--- src/shared/dcci_pkg.sv ---
// constants and register map for the dual counter, command and interrupt block
package dcci_pkg;

    // ****************************************************************
    // register indices: byte address is four times the index
    // ****************************************************************
    localparam logic [7:0] IDX_MODE0    = 8'h00;
    localparam logic [7:0] IDX_PRESET0  = 8'h02;
    localparam logic [7:0] IDX_CAPTURE0 = 8'h04;
    localparam logic [7:0] IDX_CMD0     = 8'h06;
    localparam logic [7:0] IDX_MODE1    = 8'h08;
    localparam logic [7:0] IDX_PRESET1  = 8'h0a;
    localparam logic [7:0] IDX_CAPTURE1 = 8'h0c;
    localparam logic [7:0] IDX_CMD1     = 8'h0e;
    localparam logic [7:0] IDX_SELECT   = 8'h20;
    localparam logic [7:0] IDX_IRQ      = 8'h22;
    localparam logic [7:0] IDX_IRQ_CLR  = 8'h24;

    // ****************************************************************
    // field positions
    // ****************************************************************
    localparam int GATE_POL_BIT  = 14;
    localparam int GATE_EDGE_BIT = 15;
    localparam int IRQ_W         = 5;
    localparam int IRQ_PORT_LSB  = 2;
    localparam int CMD_W         = 3;

    // ****************************************************************
    // command codes
    // ****************************************************************
    localparam logic [2:0] CMD_DISARM      = 3'h0;
    localparam logic [2:0] CMD_LOAD        = 3'h1;
    localparam logic [2:0] CMD_DISARM_SAVE = 3'h2;
    localparam logic [2:0] CMD_UNUSED      = 3'h3;
    localparam logic [2:0] CMD_ARM         = 3'h4;
    localparam logic [2:0] CMD_LOAD_ARM    = 3'h5;
    localparam logic [2:0] CMD_SAVE        = 3'h6;
    localparam logic [2:0] CMD_RESET       = 3'h7;

    // ****************************************************************
    // reset values
    // ****************************************************************
    localparam logic [15:0] CNT_RST    = 16'h0000;
    localparam logic [1:0]  SELECT_RST = 2'h0;
    localparam logic [4:0]  IRQ_RST    = 5'h00;

endpackage

--- src/rtl/dcci_top.sv ---
// dual 16-bit counter with command, gating and interrupt logic behind an ahb-lite slave
//
// Our own choice: register access over AHB-Lite.
`timescale 1ns/1ps

// Overview of operation
// - polarity bit 0: gate active high in level mode, rising edge in edge mode
// - polarity bit 1: gate active low in level mode, falling edge in edge mode
// - gate activity bit picks level gating at 0, edge gating at 1
// - per-counter 16-bit writable preset register, counter 0 at 2h, counter 1 at Ah
// - per-counter 16-bit capture register, counter 0 at 4h, counter 1 at Ch
// - per-counter command register, 3-bit code in bits 2..0, at 6h and Eh
// - code 000 disarms, 100 arms, 111 resets the counter
// - code 001 loads preset into counter, armed state unchanged
// - code 010 disarms and saves count into capture register
// - code 101 loads preset then arms the counter
// - code 110 saves count into capture, armed state unchanged
// - select register at 20h, bits 1..0, one selects counter for commands
// - writing 22h bits 1..0 enables counter interrupts
// - bits 2, 3, 4 at 22h enable port a, b, c interrupts
// - reading 22h returns status, same layout as the enable bits
// - a status bit reads 1 once its source raised an interrupt, else 0
// - any write to 24h clears the interrupt status
module dcci_top #(
    parameter int NCNT = 2
) (
    input  wire logic        sys_clk,
    input  wire logic        rst_n,
    input  wire logic        hsel,
    input  wire logic [31:0] haddr,
    input  wire logic [1:0]  htrans,
    input  wire logic        hwrite,
    input  wire logic [2:0]  hsize,
    input  wire logic [31:0] hwdata,
    input  wire logic        hready,
    output logic      [31:0] hrdata,
    output logic             hreadyout,
    output logic             hresp,
    input  wire logic [1:0]  gate_in,
    input  wire logic [1:0]  count_tick,
    input  wire logic        port_a_event,
    input  wire logic        port_b_event,
    input  wire logic        port_c_event,
    output logic      [1:0]  counter_armed,
    output logic      [1:0]  counter_tc,
    output logic             irq
);

    // ****************************************************************
    // state
    // ****************************************************************
    typedef struct packed {
        logic [1:0][15:0]            mode;
        logic [1:0][15:0]            preset;
        logic [1:0][15:0]            capture;
        logic [1:0][15:0]            count;
        logic [1:0]                  armed;
        logic [1:0]                  gate_prev;
        logic [1:0]                  gate_seen;
        logic [1:0]                  tc;
        logic [1:0]                  select;
        logic [dcci_pkg::IRQ_W-1:0]  ien;
        logic [dcci_pkg::IRQ_W-1:0]  flags;
        logic                        irq;
        logic                        dp_wr;
        logic                        dp_rd;
        logic                        dp_ok;
        logic [7:0]                  dp_idx;
        logic                        hready;
        logic                        hresp;
        logic [31:0]                 hrdata;
    } dcci_state_t;

    dcci_state_t s_r;
    dcci_state_t s_nxt;

    logic [1:0]  cmd_fire;
    logic [1:0]  cmd_seen;
    logic [2:0]  cmd_code;
    logic        wr_ok;
    logic        clr_fire;

    localparam logic [1:0][7:0] IDX_CMD     = {dcci_pkg::IDX_CMD1, dcci_pkg::IDX_CMD0};
    localparam logic [1:0][7:0] IDX_PRESET  = {dcci_pkg::IDX_PRESET1, dcci_pkg::IDX_PRESET0};
    localparam logic [1:0][7:0] IDX_CAPTURE = {dcci_pkg::IDX_CAPTURE1, dcci_pkg::IDX_CAPTURE0};
    localparam logic [1:0][7:0] IDX_MODE    = {dcci_pkg::IDX_MODE1, dcci_pkg::IDX_MODE0};

    assign wr_ok    = s_r.dp_wr & s_r.dp_ok;
    assign cmd_code = hwdata[dcci_pkg::CMD_W-1:0];
    assign clr_fire = wr_ok & (s_r.dp_idx == dcci_pkg::IDX_IRQ_CLR);

    for (genvar g = 0; g < NCNT; g++) begin : g_cmd
        assign cmd_seen[g] = wr_ok & (s_r.dp_idx == IDX_CMD[g]);
        assign cmd_fire[g] = cmd_seen[g] & s_r.select[g];
    end

    // ****************************************************************
    // next state
    // ****************************************************************
    always_comb begin
        logic       acc;
        logic       pol;
        logic       edge_mode;
        logic       edge_now;
        logic       gate_ok;
        logic [4:0] ev;
        logic [15:0] wd;
        acc       = 1'b0;
        pol       = 1'b0;
        edge_mode = 1'b0;
        edge_now  = 1'b0;
        gate_ok   = 1'b0;
        ev        = '0;
        wd        = hwdata[15:0];
        s_nxt     = s_r;
        s_nxt.tc  = '0;

        // counters: a command in a cycle takes precedence over counting
        for (int i = 0; i < NCNT; i++) begin
            pol       = s_r.mode[i][dcci_pkg::GATE_POL_BIT];
            edge_mode = s_r.mode[i][dcci_pkg::GATE_EDGE_BIT];
            s_nxt.gate_prev[i] = gate_in[i];
            edge_now = pol ? (s_r.gate_prev[i] & ~gate_in[i])
                           : (~s_r.gate_prev[i] & gate_in[i]);
            if (edge_mode && edge_now && s_r.armed[i]) begin
                s_nxt.gate_seen[i] = 1'b1;
            end
            gate_ok = edge_mode ? s_r.gate_seen[i]
                                : (gate_in[i] ^ pol);
            if (cmd_fire[i]) begin
                unique case (cmd_code)
                    dcci_pkg::CMD_DISARM: begin
                        s_nxt.armed[i]     = 1'b0;
                        s_nxt.gate_seen[i] = 1'b0;
                    end
                    dcci_pkg::CMD_LOAD: begin
                        s_nxt.count[i] = s_r.preset[i];
                    end
                    dcci_pkg::CMD_DISARM_SAVE: begin
                        s_nxt.armed[i]     = 1'b0;
                        s_nxt.gate_seen[i] = 1'b0;
                        s_nxt.capture[i]   = s_r.count[i];
                    end
                    dcci_pkg::CMD_UNUSED: begin
                        s_nxt.armed[i] = s_r.armed[i];
                    end
                    dcci_pkg::CMD_ARM: begin
                        s_nxt.armed[i] = 1'b1;
                    end
                    dcci_pkg::CMD_LOAD_ARM: begin
                        s_nxt.count[i] = s_r.preset[i];
                        s_nxt.armed[i] = 1'b1;
                    end
                    dcci_pkg::CMD_SAVE: begin
                        s_nxt.capture[i] = s_r.count[i];
                    end
                    dcci_pkg::CMD_RESET: begin
                        s_nxt.count[i]     = dcci_pkg::CNT_RST;
                        s_nxt.armed[i]     = 1'b0;
                        s_nxt.gate_seen[i] = 1'b0;
                    end
                endcase
            end else if (s_r.armed[i] && gate_ok && count_tick[i]) begin
                // counts down; a tick at zero reloads the preset and flags terminal count
                if (s_r.count[i] == '0) begin
                    s_nxt.count[i] = s_r.preset[i];
                    s_nxt.tc[i]    = 1'b1;
                end else begin
                    s_nxt.count[i] = s_r.count[i] - 16'h0001;
                end
            end
            // plain register writes from software
            if (wr_ok && s_r.dp_idx == IDX_PRESET[i]) begin
                s_nxt.preset[i] = wd;
            end
            if (wr_ok && s_r.dp_idx == IDX_CAPTURE[i] && !(cmd_fire[i])) begin
                s_nxt.capture[i] = wd;
            end
            if (wr_ok && s_r.dp_idx == IDX_MODE[i]) begin
                s_nxt.mode[i] = '0;
                s_nxt.mode[i][dcci_pkg::GATE_POL_BIT]  = wd[dcci_pkg::GATE_POL_BIT];
                s_nxt.mode[i][dcci_pkg::GATE_EDGE_BIT] = wd[dcci_pkg::GATE_EDGE_BIT];
            end
        end

        if (wr_ok && s_r.dp_idx == dcci_pkg::IDX_SELECT) begin
            s_nxt.select = wd[1:0];
        end
        if (wr_ok && s_r.dp_idx == dcci_pkg::IDX_IRQ) begin
            s_nxt.ien = wd[dcci_pkg::IRQ_W-1:0];
        end

        // status is sticky; an event in the clearing cycle still sets its bit
        ev = {port_c_event, port_b_event, port_a_event, s_nxt.tc};
        s_nxt.flags = (clr_fire ? dcci_pkg::IRQ_RST : s_r.flags) | ev;
        s_nxt.irq   = |(s_nxt.flags & s_nxt.ien);

        // ahb-lite: writes zero wait; reads take one wait so they see the previous write
        acc          = hsel & htrans[1] & hready;
        s_nxt.dp_wr  = acc & hwrite;
        s_nxt.dp_rd  = acc & ~hwrite;
        s_nxt.hresp  = 1'b0;
        if (acc) begin
            s_nxt.dp_idx = haddr[9:2];
            s_nxt.dp_ok  = (haddr[31:10] == '0) && (haddr[1:0] == 2'h0);
            s_nxt.hready = hwrite;
        end
        if (s_r.dp_rd && !s_r.hready) begin
            s_nxt.hready = 1'b1;
            s_nxt.hrdata = 32'h0000_0000;
            if (s_r.dp_ok) begin
                unique case (s_r.dp_idx)
                    dcci_pkg::IDX_MODE0:    s_nxt.hrdata[15:0] = s_r.mode[0];
                    dcci_pkg::IDX_MODE1:    s_nxt.hrdata[15:0] = s_r.mode[1];
                    dcci_pkg::IDX_PRESET0:  s_nxt.hrdata[15:0] = s_r.preset[0];
                    dcci_pkg::IDX_PRESET1:  s_nxt.hrdata[15:0] = s_r.preset[1];
                    dcci_pkg::IDX_CAPTURE0: s_nxt.hrdata[15:0] = s_r.capture[0];
                    dcci_pkg::IDX_CAPTURE1: s_nxt.hrdata[15:0] = s_r.capture[1];
                    dcci_pkg::IDX_SELECT:   s_nxt.hrdata[1:0]  = s_r.select;
                    dcci_pkg::IDX_IRQ:      s_nxt.hrdata[dcci_pkg::IRQ_W-1:0] = s_r.flags;
                    default:                s_nxt.hrdata = 32'h0000_0000;
                endcase
            end
        end
    end

    // ****************************************************************
    // registers
    // ****************************************************************
    always_ff @(posedge sys_clk) begin
        if (!rst_n) begin
            s_r        <= '0;
            s_r.hready <= 1'b1;
        end else begin
            s_r <= s_nxt;
        end
    end

    assign hrdata        = s_r.hrdata;
    assign hreadyout     = s_r.hready;
    assign hresp         = s_r.hresp;
    assign counter_armed = s_r.armed;
    assign counter_tc    = s_r.tc;
    assign irq           = s_r.irq;

    for (genvar g = 0; g < NCNT; g++) begin : g_chk

    end
endmodule

--- config.mk ---
export PLATFORM = sky130hd
export DESIGN_NAME = dcci_top
export DESIGN_NICKNAME = d
export VERILOG_FILES = /design/src/shared/dcci_pkg.sv /design/src/rtl/dcci_top.sv
export SDC_FILE = /design/constraint.sdc
export NUM_CORES = 1
export LEC_CHECK = 0
export BUFFER_PORTS_ARGS = -buffer_cell sky130_fd_sc_hd__buf_2
export CORE_ASPECT_RATIO = 1.4
export CORE_UTILIZATION = 48
export CTS_CLUSTER_SIZE = 10
export DETAILED_ROUTE_END_ITERATION = 10
export PLACE_DENSITY = 0.72
export REMOVE_ABC_BUFFERS = 1
export SLEW_MARGIN = 20
export SYNTH_ARGS = -nofsm -noshare
export SYNTH_HDL_FRONTEND = slang
export SYNTH_SLANG_ARGS = --single-unit
--- constraint.sdc ---
create_clock -name sys_clk -period 1.9 [get_ports sys_clk]
set_input_delay 0.19 -clock sys_clk [delete_from_list [all_inputs] [get_ports sys_clk]]
set_output_delay 0.19 -clock sys_clk [all_outputs]
set_load 0.005 [all_outputs]
After elaboration in Yosys (flattened, before gate mapping)
Cells that the tools add are included.
- bits of input ports: 81
- bits in registers: 166
- output and inout bits: 39
- muxes and demuxes: 37
- reductions and logical operators: 48
- bitwise logic cells: 24
- add/sub/neg operators: 2
- equal/unequal tests: 18
- operator list (kind ; count):
    16-bit 2-to-1 mux ; 13
    11-bit case mux with 6 select lines ; 1
    16-bit case mux with 2 select lines ; 2
    8-bit by 4-bit equality test with 1-bit output (second input constant) ; 4
    16-bit logical NOT ; 2
    16-bit by 1-bit subtractor with 16-bit output (second input constant) ; 2
    8-bit by 6-bit equality test with 1-bit output (second input constant) ; 3
    22-bit logical NOT ; 1
    1-bit logical AND ; 20
    8-bit by 3-bit equality test with 1-bit output (second input constant) ; 2
    1-bit 2-to-1 mux ; 16
    3-bit case mux with 5 select lines ; 1
    1-bit bitwise AND ; 14
    2-bit nonzero test ; 7
    3-bit equality test (second input constant) ; 4
    2-bit case mux with 6 select lines ; 1
    2-bit AND reduction ; 6
    5-bit 2-to-1 mux ; 2
    8-bit by 2-bit equality test with 1-bit output (second input constant) ; 1
    8-bit logical NOT ; 1
    2-bit OR reduction ; 4
    3-bit by 2-bit inequality test with 1-bit output (second input constant) ; 2
    1-bit inverter ; 6
    5-bit bitwise AND ; 1
    other kinds (10) ; 13

Longest topological paths before layout
- word-level depth: 9
- mapped depth: 9

Worst setup path after synthesis
Ideal clock, no wire load.
- path kind: register to register
- start point: reg s_r[36] in the netlist's numbering
- end point: reg s_r[74] in the netlist's numbering
- required time: 1.785 ns
- arrival: 1.994 ns
- library setup time: 0.115 ns
- buffers on the path: 3
- cell stages (with the launch flop): 10
- slack: -0.208 ns
- cell sequence: dfxtp_1 > clkbuf_1 > nor2b_1 > and4_1 > buf_4 > mux2_4 > buf_6 > a22oi_1 > nor2_1 > o21a_1
- longest elaborated chain between the ends: 5
- ends and longest elaborated chain (what ; line ; RTL):
    start: declaration ; dcci_top.sv:74 ; dcci_state_t s_r;
    start signal: assignment ; dcci_top.sv:235 ; s_r <= s_nxt;
    8-bit by 3-bit equality test with 1-bit output (*) ; dcci_top.sv:93 ; assign cmd_seen[g] = wr_ok & (s_r.dp_idx == IDX_CMD[g]);
    1-bit bitwise AND (*) ; dcci_top.sv:93 ;
    1-bit bitwise AND (*) ; dcci_top.sv:94 ; assign cmd_fire[g] = cmd_seen[g] & s_r.select[g];
    3-bit by 2-bit inequality test with 1-bit output (no source line) or 2-bit nonzero test (tied branches) ; - ;
    2-bit AND reduction (no source line) ; - ;
Every way passes the cells marked *; elsewhere a longest branch is shown, timed or not.
A chain may end at the register's enable or synchronous reset.

Worst setup path after layout
- start point: reg s_r[38] in the netlist's numbering
- end point: reg s_r[71] in the netlist's numbering
Same word-level chain as after synthesis.

==> impl_metrics.ini <==
[synthesis]
synth_cell_type_count = 69
synth_cells = 892
synth-async-reset-ratio = 0
syn_area_mm2 = 0.00749
synth_seq_cells = 149
synth_edf_count = 0
synth_top_flop_cell = dfxtp_1
synth_area_per_cell_um2 = 8.39
ys_warn_count = 0
ys_seq_area_frac = 0.398

[sta]
setup_viol = 34
finalClockSkew_ns = 0.0121
layout_worst_path_cycle_share = 1.06
final_hold_viol_count = 0
slew_viol_final = 0
min_period_ns = 2.01
slew_headroom = 0.543
fin_tns_setup_ns = -2.02
fmaxAchievable_ghz = 0.496
worst_pin_slew_ns = 0.678
setup_ws_ns = -0.115
grt_setup_unrepaired = yes

[critical_path]
critical-path-top-delay-family = simple AND/OR/NAND/NOR gates
worst_path_max_delay_cell = dfxtp_2
worstPathArrival_ns = 2.32
end_kind = register
worstPathCellList = nor4_4 > and4_1 > buf_6 > buf_6 > mux2i_1 > buf_4 > buf_6 > a21o_1 > a22oi_1 > nor2_1
r2r_start = s_r[38]$_SDFFE_PN0P_
crit_start = s_r[38]$_SDFFE_PN0P_
path_max_fanout = 8
r2r_setup_slack_ns = -0.11
worst-setup-path-type = reg -> reg
r2r_end = s_r[71]$_SDFFE_PN0P_
rr_worst_depth = 10
max_stage_delay_ns = 0.33
crit_required_ns = 2.20
crit_buf_inv = 4
cp_common_cell = buf_6
start_kind = register

[cts]
cts.sinks = 149
tritoncts = done
clk_root_buffer_cell = clkbuf_16
clk_latency_ns = 0.43
cts_made_buffers = 17
htree_levels = 4
path_clk_slew_ns = 0.06
clockBufferDepth = 2

[min_path]
hold_path_end = s_r[37]$_SDFFE_PN0P_
hold_depth = 3
hp-class = in -> reg
min-delay-start = haddr[5]

[place]
portBuffers = 82
hpwl_um = 16600
globalplace.congestion = 0.956
dp.cells = 1209
dp_slack_ns = -0.216

[global_routing]
grt_pass1_wl_um = 38400
grt_pass1_vias = 7478
grt_max_degree = 84
antenna_found_initial = 0
overflow = 0
grtUsageTotal = 0.313

[run_status]
outcome = complete, but fails checks
violations = negative setup slack

[layout]
layout_common_cells = dfxtp_1, buf_4, nor2_1
drive_above_1_share = 0.357
mostFrequentLayoutCell = dfxtp_1
area_growth_pct = 39.3
nets = 1174
finalNonFillerCells = 1294
antenna-diode-count = 0

[floorplanning]
dieHeight_um = 150
start_util = 0.495
die_width_um = 108
coreArea_mm2 = 0.0151
dieArea_mm2 = 0.0161
core.rowCount = 53
io_pins = 120

[power]
leakage_nw = 4.29
p_total_w = 0.00699
p_per_area_mw_per_mm2 = 670
peakVddDrop_v = 0.000632

[detailed_routing]
first_pass_iters = 5
viasPerCell = 6.12
vias = 7921
drt-initial-drc-count = 680
finalWirelength_um = 26200
wl_per_cell_um = 20.3
drc_errors = 0
ant_nets = 0

[run]
drv_cap = 0
-- worst max-delay path by stage --
| stage | slack [ns] | to | cells after the start |
|---|---|---|---|
| 2_1_floorplan | -1.06 | s_r[84]$_SDFFE_PN0P_ | 6 |
| 3_3_place_gp | -0.17 | s_r[82]$_SDFFE_PN0P_ | 6 |
| 3_5_place_dp | -0.22 | s_r[83]$_SDFFE_PN0P_ | 7 |
| 4_1_cts | -0.07 | s_r[69]$_SDFFE_PN0P_ | 6 |
| 5_1_grt | -0.21 | s_r[71]$_SDFFE_PN0P_ | 10 |
| 6_report | -0.11 | s_r[71]$_SDFFE_PN0P_ | 10 |
-- cells in the mapped netlist, drive strengths merged, types with 4 or more instances --
library cell,number,share of area
nor2,106,0.055
a22o,11,0.013
mux2i,52,0.070
nor4b,4,0.0067
clkbuf,42,0.021
nand2,99,0.050
a31oi,7,0.0058
xnor2,7,0.0082
inv,16,0.0080
ha,4,0.0067
nand2b,6,0.0050
a21o,5,0.0050
dfxtp,149,0.40
xor2,6,0.0070
a211oi,30,0.030
nor4,14,0.014
nand4,8,0.0084
and2,8,0.0067
a32o,7,0.0094
nand3,13,0.0087
buf,56,0.052
nor3,13,0.0087
and3,11,0.0092
a21oi,71,0.048
o21ai,42,0.028
a22oi,41,0.041
a221oi,14,0.016
-- worst reg2reg max path, stage by stage, from the launching register on --
cell and delay (ns):
dfxtp_2 0.33, nor4_4 0.33, and4_1 0.27, buf_6 0.15, buf_6 0.10, mux2i_1 0.07
buf_4 0.16, buf_6 0.14, a21o_1 0.15, a22oi_1 0.13, nor2_1 0.05
-- layout make-up --
| cell class | instances | area (um^2) |
|---|---|---|
| Timing Repair Buffer | 256 | 2010 |
| Tap cell | 192 | 240 |
| Sequential cell | 149 | 2990 |
| Fill cell | 1157 | 4690 |
| Clock inverter | 15 | 171 |
| Inverter | 16 | 61.3 |
| Clock buffer | 17 | 425 |
| Multi-Input combinational cell | 649 | 4520 |
-- state kept, by name, indices dropped and copies added (netlist names) --
| signal | count |
|---|---|
| s_r | 127 |
| hrdata | 16 |
| counter_armed | 2 |
| counter_tc | 2 |
| hreadyout | 1 |
| irq | 1 |
-- power by group --
group / switching (W) / internal (W)
Combinational: 0.000232 / 0.000145
Sequential: 0.0000124 / 0.00314
Clock: 0.00149 / 0.00197
Total: 0.00173 / 0.00525
-- what timing repair did --
item / CTS / global route
setup buffers: 13 / 25
hold buffers: 9 / 0
gates cloned: 3 / 5
pin swaps: 19 / 56
resized for setup: 37 / 135
hold endpoints to repair: 9 / 0
setup endpoints to repair: 76 / 98
-- metal layers --
metal	global-route usage	wire, um
met5	0	0
met4	0.230	1930
met3	0.0488	1750
met2	0.531	13000
met1	0.351	9590
-- through the flow --
step | util | instance area, um^2 | hold WS (ns)
6_report | 0.690 | 10400 | 0.00143
5_1_grt | 0.690 | 10400 | 0.00670
4_1_cts | 0.639 | 9660 | 0.00126
3_5_place_dp | 0.573 | 8670 | 0.393
3_3_place_gp | 0.573 | 8670 | 0.391
2_1_floorplan | - | 7000 | 0.269
-- logic make-up after synthesis --
group                      share of synthesized area
AOI/OAI and AO/OA                              0.224
muxes                                         0.0791
buffers and inverters                         0.0814
other                                       0.000501
xor gates and xnor gates                      0.0152
DFF                                            0.398
and+or+nand+nor                                0.195
adders and majority gates                    0.00669
Note: power is estimated with default switching activity, not from simulation.
